File: src/shared/cbric_pkg.sv
package cbric_pkg;

	// widths of the processor buses
	localparam int DATA_W = 8;
	localparam int ADDR_W = 16;

	// interrupt vector, low byte then high byte
	localparam logic [15:0] VEC_LO_ADDR = 16'hFFFE;
	localparam logic [15:0] VEC_HI_ADDR = 16'hFFFF;

	// page that holds the stack
	localparam logic [7:0] STACK_PAGE = 8'h01;

	// position of the interrupt mask flag in the status byte
	localparam int MASK_BIT = 2;

	// reset values
	localparam logic [15:0] ADDR_RST = 16'h0000;
	localparam logic [7:0] BYTE_RST = 8'h00;

	// interrupt entry sequence, one bus cycle per state
	typedef enum logic [5:0] {
		CBRIC_S_IDLE = 6'b00_0001,
		CBRIC_S_PCH = 6'b00_0010,
		CBRIC_S_PCL = 6'b00_0100,
		CBRIC_S_PSR = 6'b00_1000,
		CBRIC_S_VLO = 6'b01_0000,
		CBRIC_S_VHI = 6'b10_0000
	} cbric_state_t;

endpackage

File: src/rtl/cbric_top.sv
// Notes on behaviour
// - drive data only while drive enable high
// - drive enable low keeps drivers off always
// - read cycles never drive the data bus
// - ready low in phase one halts, address held
// - halt lasts until ready sampled high
// - write cycles ignore ready; stall deferred
// - interrupt waits for instruction completion
// - mask flag set means request ignored
// - push program counter, then status
// - set mask flag after the pushes
// - fetch vector from FFFE then FFFF
// - no recognition while ready is low
// - eight-bit bidirectional data bus
// - sample request in phase two
module cbric_top #(
	parameter int ADDR_PINS = 16
) (
	// clock and reset
	input wire logic MCLK_I,
	input wire logic RSTN_I,
	// processor bus pins
	input wire logic PHI1_I,
	input wire logic PHI2_I,
	input wire logic RDY_I,
	input wire logic IRQ_N_I,
	input wire logic DATA_OUT_DRIVE_ENABLE_I,
	input wire logic [7:0] DATA_I,
	output logic [7:0] DATA_O,
	output logic DATA_OE_O,
	output logic [ADDR_PINS-1:0] ADDR_O,
	output logic RW_O,
	// processor core side
	input wire logic [15:0] CORE_ADDR_I,
	input wire logic CORE_WRITE_I,
	input wire logic [7:0] CORE_WDATA_I,
	input wire logic CORE_INSN_DONE_I,
	input wire logic [15:0] CORE_PC_I,
	input wire logic [7:0] CORE_STATUS_I,
	input wire logic [7:0] CORE_SP_I,
	output logic CORE_STEP_O,
	output logic [7:0] CORE_RDATA_O,
	output logic CORE_HOLD_O,
	output logic CORE_MASK_SET_O,
	output logic CORE_PC_LOAD_O,
	output logic [15:0] CORE_PC_O,
	output logic [7:0] CORE_SP_O
);

	localparam int SW = 13;

	logic [SW-1:0] pins_s;
	logic phi1_s, phi2_s, rdy_s, irq_n_s, dbe_s;
	logic [7:0] data_s;
	logic phi1_d_reg, phi2_d_reg;
	logic phi1_rise, phi2_fall, step, take;
	logic halt_reg, wr_reg, irq_pend_reg;
	logic [15:0] addr_reg, pc_save_reg;
	logic [7:0] wdata_reg, status_reg, sp_reg, vec_lo_reg;
	cbric_pkg::cbric_state_t state_reg;

	// every pin level is synchronised before use
	cbric_sync #(
		.W(SW)
	) u_sync (
		.clk_i(MCLK_I),
		.rst_n_i(RSTN_I),
		.async_i({PHI1_I, PHI2_I, RDY_I, IRQ_N_I, DATA_OUT_DRIVE_ENABLE_I, DATA_I}),
		.sync_o(pins_s)
	);

	assign {phi1_s, phi2_s, rdy_s, irq_n_s, dbe_s, data_s} = pins_s;

	// phase edges seen on the synchronised clocks
	always_ff @(posedge MCLK_I or negedge RSTN_I) begin
		if (!RSTN_I) begin
			phi1_d_reg <= 1'b0;
			phi2_d_reg <= 1'b0;
		end else begin
			phi1_d_reg <= phi1_s;
			phi2_d_reg <= phi2_s;
		end
	end

	assign phi1_rise = phi1_s & ~phi1_d_reg;
	assign phi2_fall = ~phi2_s & phi2_d_reg;
	// a cycle completes at phase two end unless halted with ready still low
	assign step = phi2_fall & (~halt_reg | rdy_s);
	// recognition at the end of the last cycle of an instruction
	assign take = step & (state_reg == cbric_pkg::CBRIC_S_IDLE) & CORE_INSN_DONE_I
		& irq_pend_reg & ~CORE_STATUS_I[cbric_pkg::MASK_BIT]
		& rdy_s;

	// ready handling: only read cycles halt, held until ready is high at phase two;
	// the setup edge is skipped because wr_reg still shows the previous cycle there
	always_ff @(posedge MCLK_I or negedge RSTN_I) begin
		if (!RSTN_I) begin
			halt_reg <= 1'b0;
		end else if (halt_reg) begin
			if (phi2_fall && rdy_s) begin
				halt_reg <= 1'b0;
			end
		end else if (phi1_s && !phi1_rise && !rdy_s && !wr_reg) begin
			halt_reg <= 1'b1;
		end
	end

	// request level sampled while phase two is high
	always_ff @(posedge MCLK_I or negedge RSTN_I) begin
		if (!RSTN_I) begin
			irq_pend_reg <= 1'b0;
		end else if (phi2_s) begin
			irq_pend_reg <= ~irq_n_s;
		end
	end

	// entry sequence: three pushes then two vector reads
	always_ff @(posedge MCLK_I or negedge RSTN_I) begin
		if (!RSTN_I) begin
			state_reg <= cbric_pkg::CBRIC_S_IDLE;
		end else if (step) begin
			case (state_reg)
				cbric_pkg::CBRIC_S_IDLE: begin
					if (take) begin
						state_reg <= cbric_pkg::CBRIC_S_PCH;
					end
				end
				cbric_pkg::CBRIC_S_PCH: state_reg <= cbric_pkg::CBRIC_S_PCL;
				cbric_pkg::CBRIC_S_PCL: state_reg <= cbric_pkg::CBRIC_S_PSR;
				cbric_pkg::CBRIC_S_PSR: state_reg <= cbric_pkg::CBRIC_S_VLO;
				cbric_pkg::CBRIC_S_VLO: state_reg <= cbric_pkg::CBRIC_S_VHI;
				cbric_pkg::CBRIC_S_VHI: state_reg <= cbric_pkg::CBRIC_S_IDLE;
				default: state_reg <= cbric_pkg::CBRIC_S_IDLE;
			endcase
		end
	end

	// state saved at recognition, stack pointer walks down per push
	always_ff @(posedge MCLK_I or negedge RSTN_I) begin
		if (!RSTN_I) begin
			pc_save_reg <= cbric_pkg::ADDR_RST;
			status_reg <= cbric_pkg::BYTE_RST;
			sp_reg <= cbric_pkg::BYTE_RST;
			vec_lo_reg <= cbric_pkg::BYTE_RST;
		end else if (take) begin
			pc_save_reg <= CORE_PC_I;
			status_reg <= CORE_STATUS_I;
			sp_reg <= CORE_SP_I;
		end else if (step) begin
			if (state_reg == cbric_pkg::CBRIC_S_PCH || state_reg == cbric_pkg::CBRIC_S_PCL
				|| state_reg == cbric_pkg::CBRIC_S_PSR) begin
				sp_reg <= sp_reg - 8'h01;
			end
			if (state_reg == cbric_pkg::CBRIC_S_VLO) begin
				vec_lo_reg <= data_s;
			end
		end
	end

	// bus cycle set up at phase one start; a halted cycle keeps its address
	always_ff @(posedge MCLK_I or negedge RSTN_I) begin
		if (!RSTN_I) begin
			addr_reg <= cbric_pkg::ADDR_RST;
			wr_reg <= 1'b0;
			wdata_reg <= cbric_pkg::BYTE_RST;
		end else if (phi1_rise && !halt_reg) begin
			case (state_reg)
				cbric_pkg::CBRIC_S_PCH: begin
					addr_reg <= {cbric_pkg::STACK_PAGE, sp_reg};
					wr_reg <= 1'b1;
					wdata_reg <= pc_save_reg[15:8];
				end
				cbric_pkg::CBRIC_S_PCL: begin
					addr_reg <= {cbric_pkg::STACK_PAGE, sp_reg};
					wr_reg <= 1'b1;
					wdata_reg <= pc_save_reg[7:0];
				end
				cbric_pkg::CBRIC_S_PSR: begin
					addr_reg <= {cbric_pkg::STACK_PAGE, sp_reg};
					wr_reg <= 1'b1;
					wdata_reg <= status_reg;
				end
				cbric_pkg::CBRIC_S_VLO: begin
					addr_reg <= cbric_pkg::VEC_LO_ADDR;
					wr_reg <= 1'b0;
				end
				cbric_pkg::CBRIC_S_VHI: begin
					addr_reg <= cbric_pkg::VEC_HI_ADDR;
					wr_reg <= 1'b0;
				end
				default: begin
					addr_reg <= CORE_ADDR_I;
					wr_reg <= CORE_WRITE_I;
					wdata_reg <= CORE_WDATA_I;
				end
			endcase
		end
	end

	// pin outputs: drivers on only for writes with drive enable high
	always_ff @(posedge MCLK_I or negedge RSTN_I) begin
		if (!RSTN_I) begin
			DATA_OE_O <= 1'b0;
			DATA_O <= cbric_pkg::BYTE_RST;
			ADDR_O <= '0;
			RW_O <= 1'b1;
		end else begin
			DATA_OE_O <= dbe_s & wr_reg;
			DATA_O <= wdata_reg;
			ADDR_O <= addr_reg[ADDR_PINS-1:0];
			RW_O <= ~wr_reg;
		end
	end

	// core side handshake
	always_ff @(posedge MCLK_I or negedge RSTN_I) begin
		if (!RSTN_I) begin
			CORE_STEP_O <= 1'b0;
			CORE_RDATA_O <= cbric_pkg::BYTE_RST;
			CORE_HOLD_O <= 1'b0;
			CORE_MASK_SET_O <= 1'b0;
			CORE_PC_LOAD_O <= 1'b0;
			CORE_PC_O <= cbric_pkg::ADDR_RST;
			CORE_SP_O <= cbric_pkg::BYTE_RST;
		end else begin
			CORE_STEP_O <= step & (state_reg == cbric_pkg::CBRIC_S_IDLE);
			CORE_HOLD_O <= (state_reg != cbric_pkg::CBRIC_S_IDLE) | take;
			CORE_MASK_SET_O <= step & (state_reg == cbric_pkg::CBRIC_S_PSR);
			CORE_PC_LOAD_O <= step & (state_reg == cbric_pkg::CBRIC_S_VHI);
			if (step && !wr_reg) begin
				CORE_RDATA_O <= data_s;
			end
			if (step && state_reg == cbric_pkg::CBRIC_S_VHI) begin
				CORE_PC_O <= {data_s, vec_lo_reg};
				CORE_SP_O <= sp_reg;
			end
		end
	end
endmodule

File: src/rtl/cbric_sync.sv
// two-flop synchroniser for a group of pin levels
module cbric_sync #(
	parameter int W = 1
) (
	// clock and reset
	input wire logic clk_i,
	input wire logic rst_n_i,
	// asynchronous levels in, synchronised levels out
	input wire logic [W-1:0] async_i,
	output logic [W-1:0] sync_o
);

	logic [W-1:0] meta_reg;

	// first stage feeds only the second stage
	always_ff @(posedge clk_i or negedge rst_n_i) begin
		if (!rst_n_i) begin
			meta_reg <= '0;
			sync_o <= '0;
		end else begin
			meta_reg <= async_i;
			sync_o <= meta_reg;
		end
	end

endmodule

File: config.mk
export PLATFORM = sky130hd
export DESIGN_NAME = cbric_top
export DESIGN_NICKNAME = d
export VERILOG_FILES = /design/src/shared/cbric_pkg.sv /design/src/rtl/cbric_top.sv /design/src/rtl/cbric_sync.sv
export SDC_FILE = /design/constraint.sdc
export NUM_CORES = 1
export LEC_CHECK = 0
export ABC_AREA = 0
export BUFFER_PORTS_ARGS = -buffer_cell sky130_fd_sc_hd__buf_2
export CAP_MARGIN = 20
export CORE_MARGIN = 2
export CORE_UTILIZATION = 45
export CTS_BUF_LIST = sky130_fd_sc_hd__clkbuf_16
export DETAILED_ROUTE_END_ITERATION = 6
export GPL_ROUTABILITY_DRIVEN = 0
export PLACE_DENSITY = 0.68
export SYNTH_ARGS = -nofsm -noshare
export SYNTH_HDL_FRONTEND = slang
export SYNTH_SLANG_ARGS = --single-unit
File: constraint.sdc
create_clock -name MCLK_I -period 2.7 [get_ports MCLK_I]
set_input_delay 0.27 -clock MCLK_I [delete_from_list [all_inputs] [get_ports MCLK_I]]
set_output_delay 0.27 -clock MCLK_I [all_outputs]
set_load 0.005 [all_outputs]
# Word level (Yosys, flattened, before mapping)
# Cells that the tools add are included.
[word_totals]
reg_bits = 163
output_inout_bits = 62
wordCells = 87
[op_classes]
addsub = 1
n_bitwise = 21
reduce_logical = 21
eq_ne = 8
n_mux = 11
[ops]
columns = ["cell", "n"]
rows = [
  ["$pmux 16 s3", 1],
  ["$pmux 8 s4", 1],
  ["$pmux 6 s5", 1],
  ["$mux 8", 3],
  ["$and 1x1->1", 11],
  ["$not 1->1", 8],
  ["$sub 8x1->8 const B", 1],
  ["$logic_and 1x1->1", 7],
  ["$eq 6x1->1 const B", 1],
  ["$eq 6x2->1 const B", 1],
  ["$eq 6x3->1 const B", 1],
  ["$eq 6x4->1 const B", 1],
  ["$eq 6x5->1 const B", 1],
  ["$eq 6x6->1 const B", 1],
  ["$mux 6", 1],
  ["$ne 6x1->1 const B", 1],
  ["$reduce_and 2->1", 3],
  ["$logic_not 1->1", 4],
  ["$reduce_bool 2->1", 2],
  ["$mux 1", 3],
  ["$reduce_and 3->1", 1],
  ["$reduce_or 3->1", 1],
  ["$logic_or 1x1->1", 2],
  ["$ne 2x2->1 const B", 1],
  ["other kinds (3)", 4],
]

# Logic depth before layout (Yosys ltp)
[depth]
word_depth = 10
depth_mapped = 8
ltp_nobuf = 5

# Hierarchy
# A second synthesis with hierarchy kept.
[unflattened]
hier_cells = 476
hier_area_um2 = 5941.9
[by_module_without_submodules]
columns = ["module", "cells_each", "instances", "area_each_um2", "seq_area_each_um2"]
rows = [
  ["cbric_top", 450, 1, 5291.3, 3430.8],
  ["cbric_sync", 26, 1, 650.6, 650.6],
]

# Least setup slack after synthesis
# Ideal clock, no wire load.
[synth_timing]
kind = "register -> register"
start = "register state_reg[5]"
end = "register addr_reg[0]"
path_stages_with_launch = 7
synth_period_minus_slack_ps = 1901
path_slack_ps = 799
arrival_time_ps = 1759
path_buffers = 1
required_ps = 2559
setup_ps = 141
path_cell_list = "dfrtp_1 > or4_4 > nor3b_2 > or4_1 > buf_6 > nand2b_1 > a31oi_1"
[synth_between]
elab_chain_len = 3
elab_cells_between_ends = 7
classes_between = "eq/ne (5); mux (1); reduce/logical (1)"
[synth_rtl]
columns = ["element", "line", "rtl"]
rows = [
  ["start, declared", "cbric_top.sv:60", "cbric_pkg::cbric_state_t state_reg;"],
  ["start signal, assigned", "cbric_top.sv:120", "state_reg <= cbric_pkg::CBRIC_S_IDLE;"],
  ["start signal, assigned", "cbric_top.sv:125", "state_reg <= cbric_pkg::CBRIC_S_PCH;"],
  ["start signal, assigned", "cbric_top.sv:128", "cbric_pkg::CBRIC_S_PCH: state_reg <= cbric_pkg::CBRIC_S_PCL;"],
  ["$eq 6x2->1 (tied with other cells)", "cbric_top.sv:167", "case (state_reg)"],
  ["$reduce_or 3->1 (no source line)", "-", ""],
  ["$pmux 16 s3 *", "cbric_top.sv:167", ""],
  ["end signal, assigned", "cbric_top.sv:163", "addr_reg <= cbric_pkg::ADDR_RST;"],
  ["end signal, assigned", "cbric_top.sv:169", "addr_reg <= {cbric_pkg::STACK_PAGE, sp_reg};"],
  ["end signal, assigned", "cbric_top.sv:174", "addr_reg <= {cbric_pkg::STACK_PAGE, sp_reg};"],
  ["end, declared", "cbric_top.sv:58", "logic [15:0] addr_reg, pc_save_reg;"],
]
# Mark *: on every way between the ends. The rest lies on a longest branch, timed or not.
# A chain may end at the register's enable or synchronous reset.

# Final worst setup path
[layout_timing]
start = "register state_reg[2]"
end = "register status_reg[2]"
[layout_between]
elab_chain_len = 6
[layout_rtl]
columns = ["element", "line", "rtl"]
rows = [
  ["$eq 6x1->1", "cbric_top.sv:90", "assign take = step & (state_reg == cbric_pkg::CBRIC_S_IDLE) & CORE_INSN_DONE_I"],
  ["$and 1x1->1 (2 in a row)", "cbric_top.sv:90", ""],
  ["$and 1x1->1 (2 in a row)", "cbric_top.sv:91", "& irq_pend_reg & ~CORE_STATUS_I[cbric_pkg::MASK_BIT]"],
  ["$and 1x1->1", "cbric_top.sv:92", "& rdy_s;"],
  ["end signal, assigned", "cbric_top.sv:142", "status_reg <= cbric_pkg::BYTE_RST;"],
  ["end, declared", "cbric_top.sv:59", "logic [7:0] wdata_reg, status_reg, sp_reg, vec_lo_reg;"],
]
# No other way between the ends.

==> impl_metrics.json <==
{
  "nNetsFinal": 708,
  "cts_setup_buffers": 0,
  "holdWs_ns": 0.0546,
  "synth_area_per_cell_um2": 12.6,
  "avgRoutedWirePerCell_um": 15.5,
  "drc": 0,
  "grtUsageTotal_pct": 19.2,
  "gr-total-overflow": 0,
  "fp-row-count": 42,
  "rsz0062_at_grt": "no",
  "cts_tree": "yes",
  "grt_antenna_before_repair": 0,
  "setup_ws_ns": 0.335,
  "first_global_vias": 4184,
  "crit_arrival_ns": 2.66,
  "dp_hpwl_um": 8800,
  "finClkSkew_ns": 0.00768,
  "ys_async_sr_fraction_pct": 100,
  "synth_seq_cells": 163,
  "ant_nets": 0,
  "crit_chain": "nor4_1, nand3b_1, or3_1, and2_1",
  "grt-busiest-layer": "met2",
  "critPathMaxFanout": 26,
  "ys.flop_type": "dfrtp_1",
  "cts_buffers": 17,
  "worst_slew_pin_slew_ns": 0.793,
  "boundaryPins": 135,
  "synth.distinct_cells": 45,
  "die_h_um": 119,
  "drtPass1Iterations": 5,
  "yosysSeqAreaShare_pct": 68.3,
  "htree_levels": 4,
  "yosys_warnings": 0,
  "critPathKind": "flop to flop",
  "finalSetupViolations": 0,
  "n_antenna_cell": 0,
  "startpoint_type": "flop",
  "slew_violations": 0,
  "final_common_cell": "dfrtp_1",
  "clkLatencyLatePin_ns": 0.41,
  "crit_path_top_delay_cell": "or3_1",
  "synth_area_mm2": 0.00598,
  "hp-class": "input port to flop",
  "fp.dieW_um": 119,
  "final_cell_mix": "161 x dfrtp_1, 133 x buf_2, 101 x nand2_1, 47 x mux2_2, 29 x nor2_1",
  "finalCritPeriodShare_pct": 87.6,
  "grt.met3_usage_pct": 4.65,
  "period_needed_ns": 2.36,
  "status": "complete, no violations",
  "drive_gt1_share_pct": 35.2,
  "pwr_density_cell_mw_per_mm2": 950,
  "viasPerCell": 4.94,
  "cts_max_path_buffers": 2,
  "final_util_pct": 58.2,
  "max_freq_mhz": 423,
  "grt_pass1_wl_um": 21100,
  "vias": 4067,
  "grt_max_degree": 90,
  "vdd_ir_drop_max_mv": 0.421,
  "place_area_mm2": 0.00686,
  "setup-tns-final_ns": 0,
  "die-area_mm2": 0.0142,
  "slew_headroom_pct": 47.1,
  "hold_violations": 0,
  "leakagePower_nw": 3.81,
  "grt_util_met2_pct": 32.7,
  "drv_cap": 0,
  "dr.first_iter.drc_count": 278,
  "critPathMaxStageDelay_ns": 0.77,
  "cp-end-kind": "flop",
  "critPathRequiredTime_ns": 3.00,
  "fillers": 1116,
  "synth_cells": 476,
  "use_met1_pct": 24.2,
  "clock-sinks": 163,
  "synth_edf_count": 0,
  "stdcell_area_mm2": 0.00762,
  "io_buffers": 134,
  "core_area_mm2": 0.0131,
  "synth_fp_nets": 550,
  "cts-root-buf": "clkbuf_16",
  "preCtsSetupSlack_ns": 0.366,
  "cts.clk_slew.worst_paths_ns": 0.06,
  "totalWireLength_um": 12800,
  "synthToLayoutAreaGrowth_pct": 27.5,
  "start_util_pct": 45.7
}
==> Yosys cell counts (3+ instances only) <==
cell	instances	area, um2
dfrtp_1	161	4030
mux2_2	47	529
a31oi_1	4	25.0
o21ai_1	6	30.0
nor3_1	4	20.0
clkbuf_1	7	26.3
buf_2	9	45.0
a222oi_1	8	80.1
o22ai_1	5	31.3
nand4_1	4	25.0
o21ai_0	12	60.1
xnor2_1	4	35.0
nand2_1	101	379
xor2_1	5	43.8
and2_1	4	25.0
nor2_1	29	109
buf_6	3	33.8
a21oi_1	23	115
inv_1	6	22.5
==> cells by family (layout without fill, tap and decap cells) <==
kind of cell             count (synthesis)  count (layout)  share of synthesized area (%)
AO/OA/AOI/OAI                           63              63                           6.45
XOR/XNOR                                 9               9                           1.32
adder cells (fa/ha/maj)                  1               1                          0.209
buffers and inverters                   28             199                           2.47
flip-flops                             163             163                           68.3
multiplexers                            47              47                           8.85
AND/OR/NAND/NOR                        165             165                           12.4
==> timing repair <==
item / CTS / global route
hold buffers: 14 / 0
endpoints found under the hold margin: 58 / 0
endpoints found under the setup margin: 0 / 0
resized for setup: 0 / 0
==> critical path, delay by kind of cell (launching register included) <==
family | cells | cell delay, ns
flip-flops | 1 | 0.44
AND/OR/NAND/NOR | 4 | 1.81
==> routing by layer <==
metal | vias to the layer above | share of wire, % | wire [um]
met1 | 1994 | 43 | 5450
met3 | 8 | 4.8 | 616
met5 | - | 0 | 0
met2 | 121 | 52 | 6590
li1 | 1944 | - | -
met4 | 0 | 0.92 | 118
==> cell type report <==
type / instances / area (um2) / area share (%)
inverter: 6 / 22.5 / 0.296
clock inverter: 15 / 189 / 2.48
multi-input combinational: 285 / 1750 / 23.0
sequential: 163 / 4080 / 53.6
tap: 176 / 220 / 2.89
timing repair buffer: 161 / 927 / 12.2
clock buffer: 17 / 425 / 5.58
==> per-stage QoR <==
| stage | cells | power (mW) |
|---|---|---|
| finish | 823 | 7.24 |
| global route | 823 | 7.66 |
| CTS | 823 | 7.31 |
| detailed placement | 777 | 4.80 |
| global placement | 777 | 4.72 |
| floorplan | 476 | 4.14 |
==> where the power goes <==
group | switching, mW | total, mW | internal, mW | leakage (nW)
clock | 0.940 | 2.48 | 1.54 | 0.295
combinational | 0.616 | 1.26 | 0.646 | 1.50
sequential | 0.384 | 3.50 | 3.11 | 2.01
==> final timing paths <==
kind                                    start          endpoint  slack [ns]  cells after the start
max reg2reg                      state_reg[2]     status_reg[2]        0.34                      4
min reg2reg                u_sync.meta_reg[2]  u_sync.sync_o[2]        0.35                      0
max in group asynchronous              RSTN_I              RW_O        1.53                      3
min                             CORE_PC_I[14]   pc_save_reg[14]        0.05                      3
max                              state_reg[2]     status_reg[2]        0.34                      4
min in group asynchronous              RSTN_I      CORE_PC_O[0]        0.34                      2
Note: power is estimated with default switching activity, not from simulation.
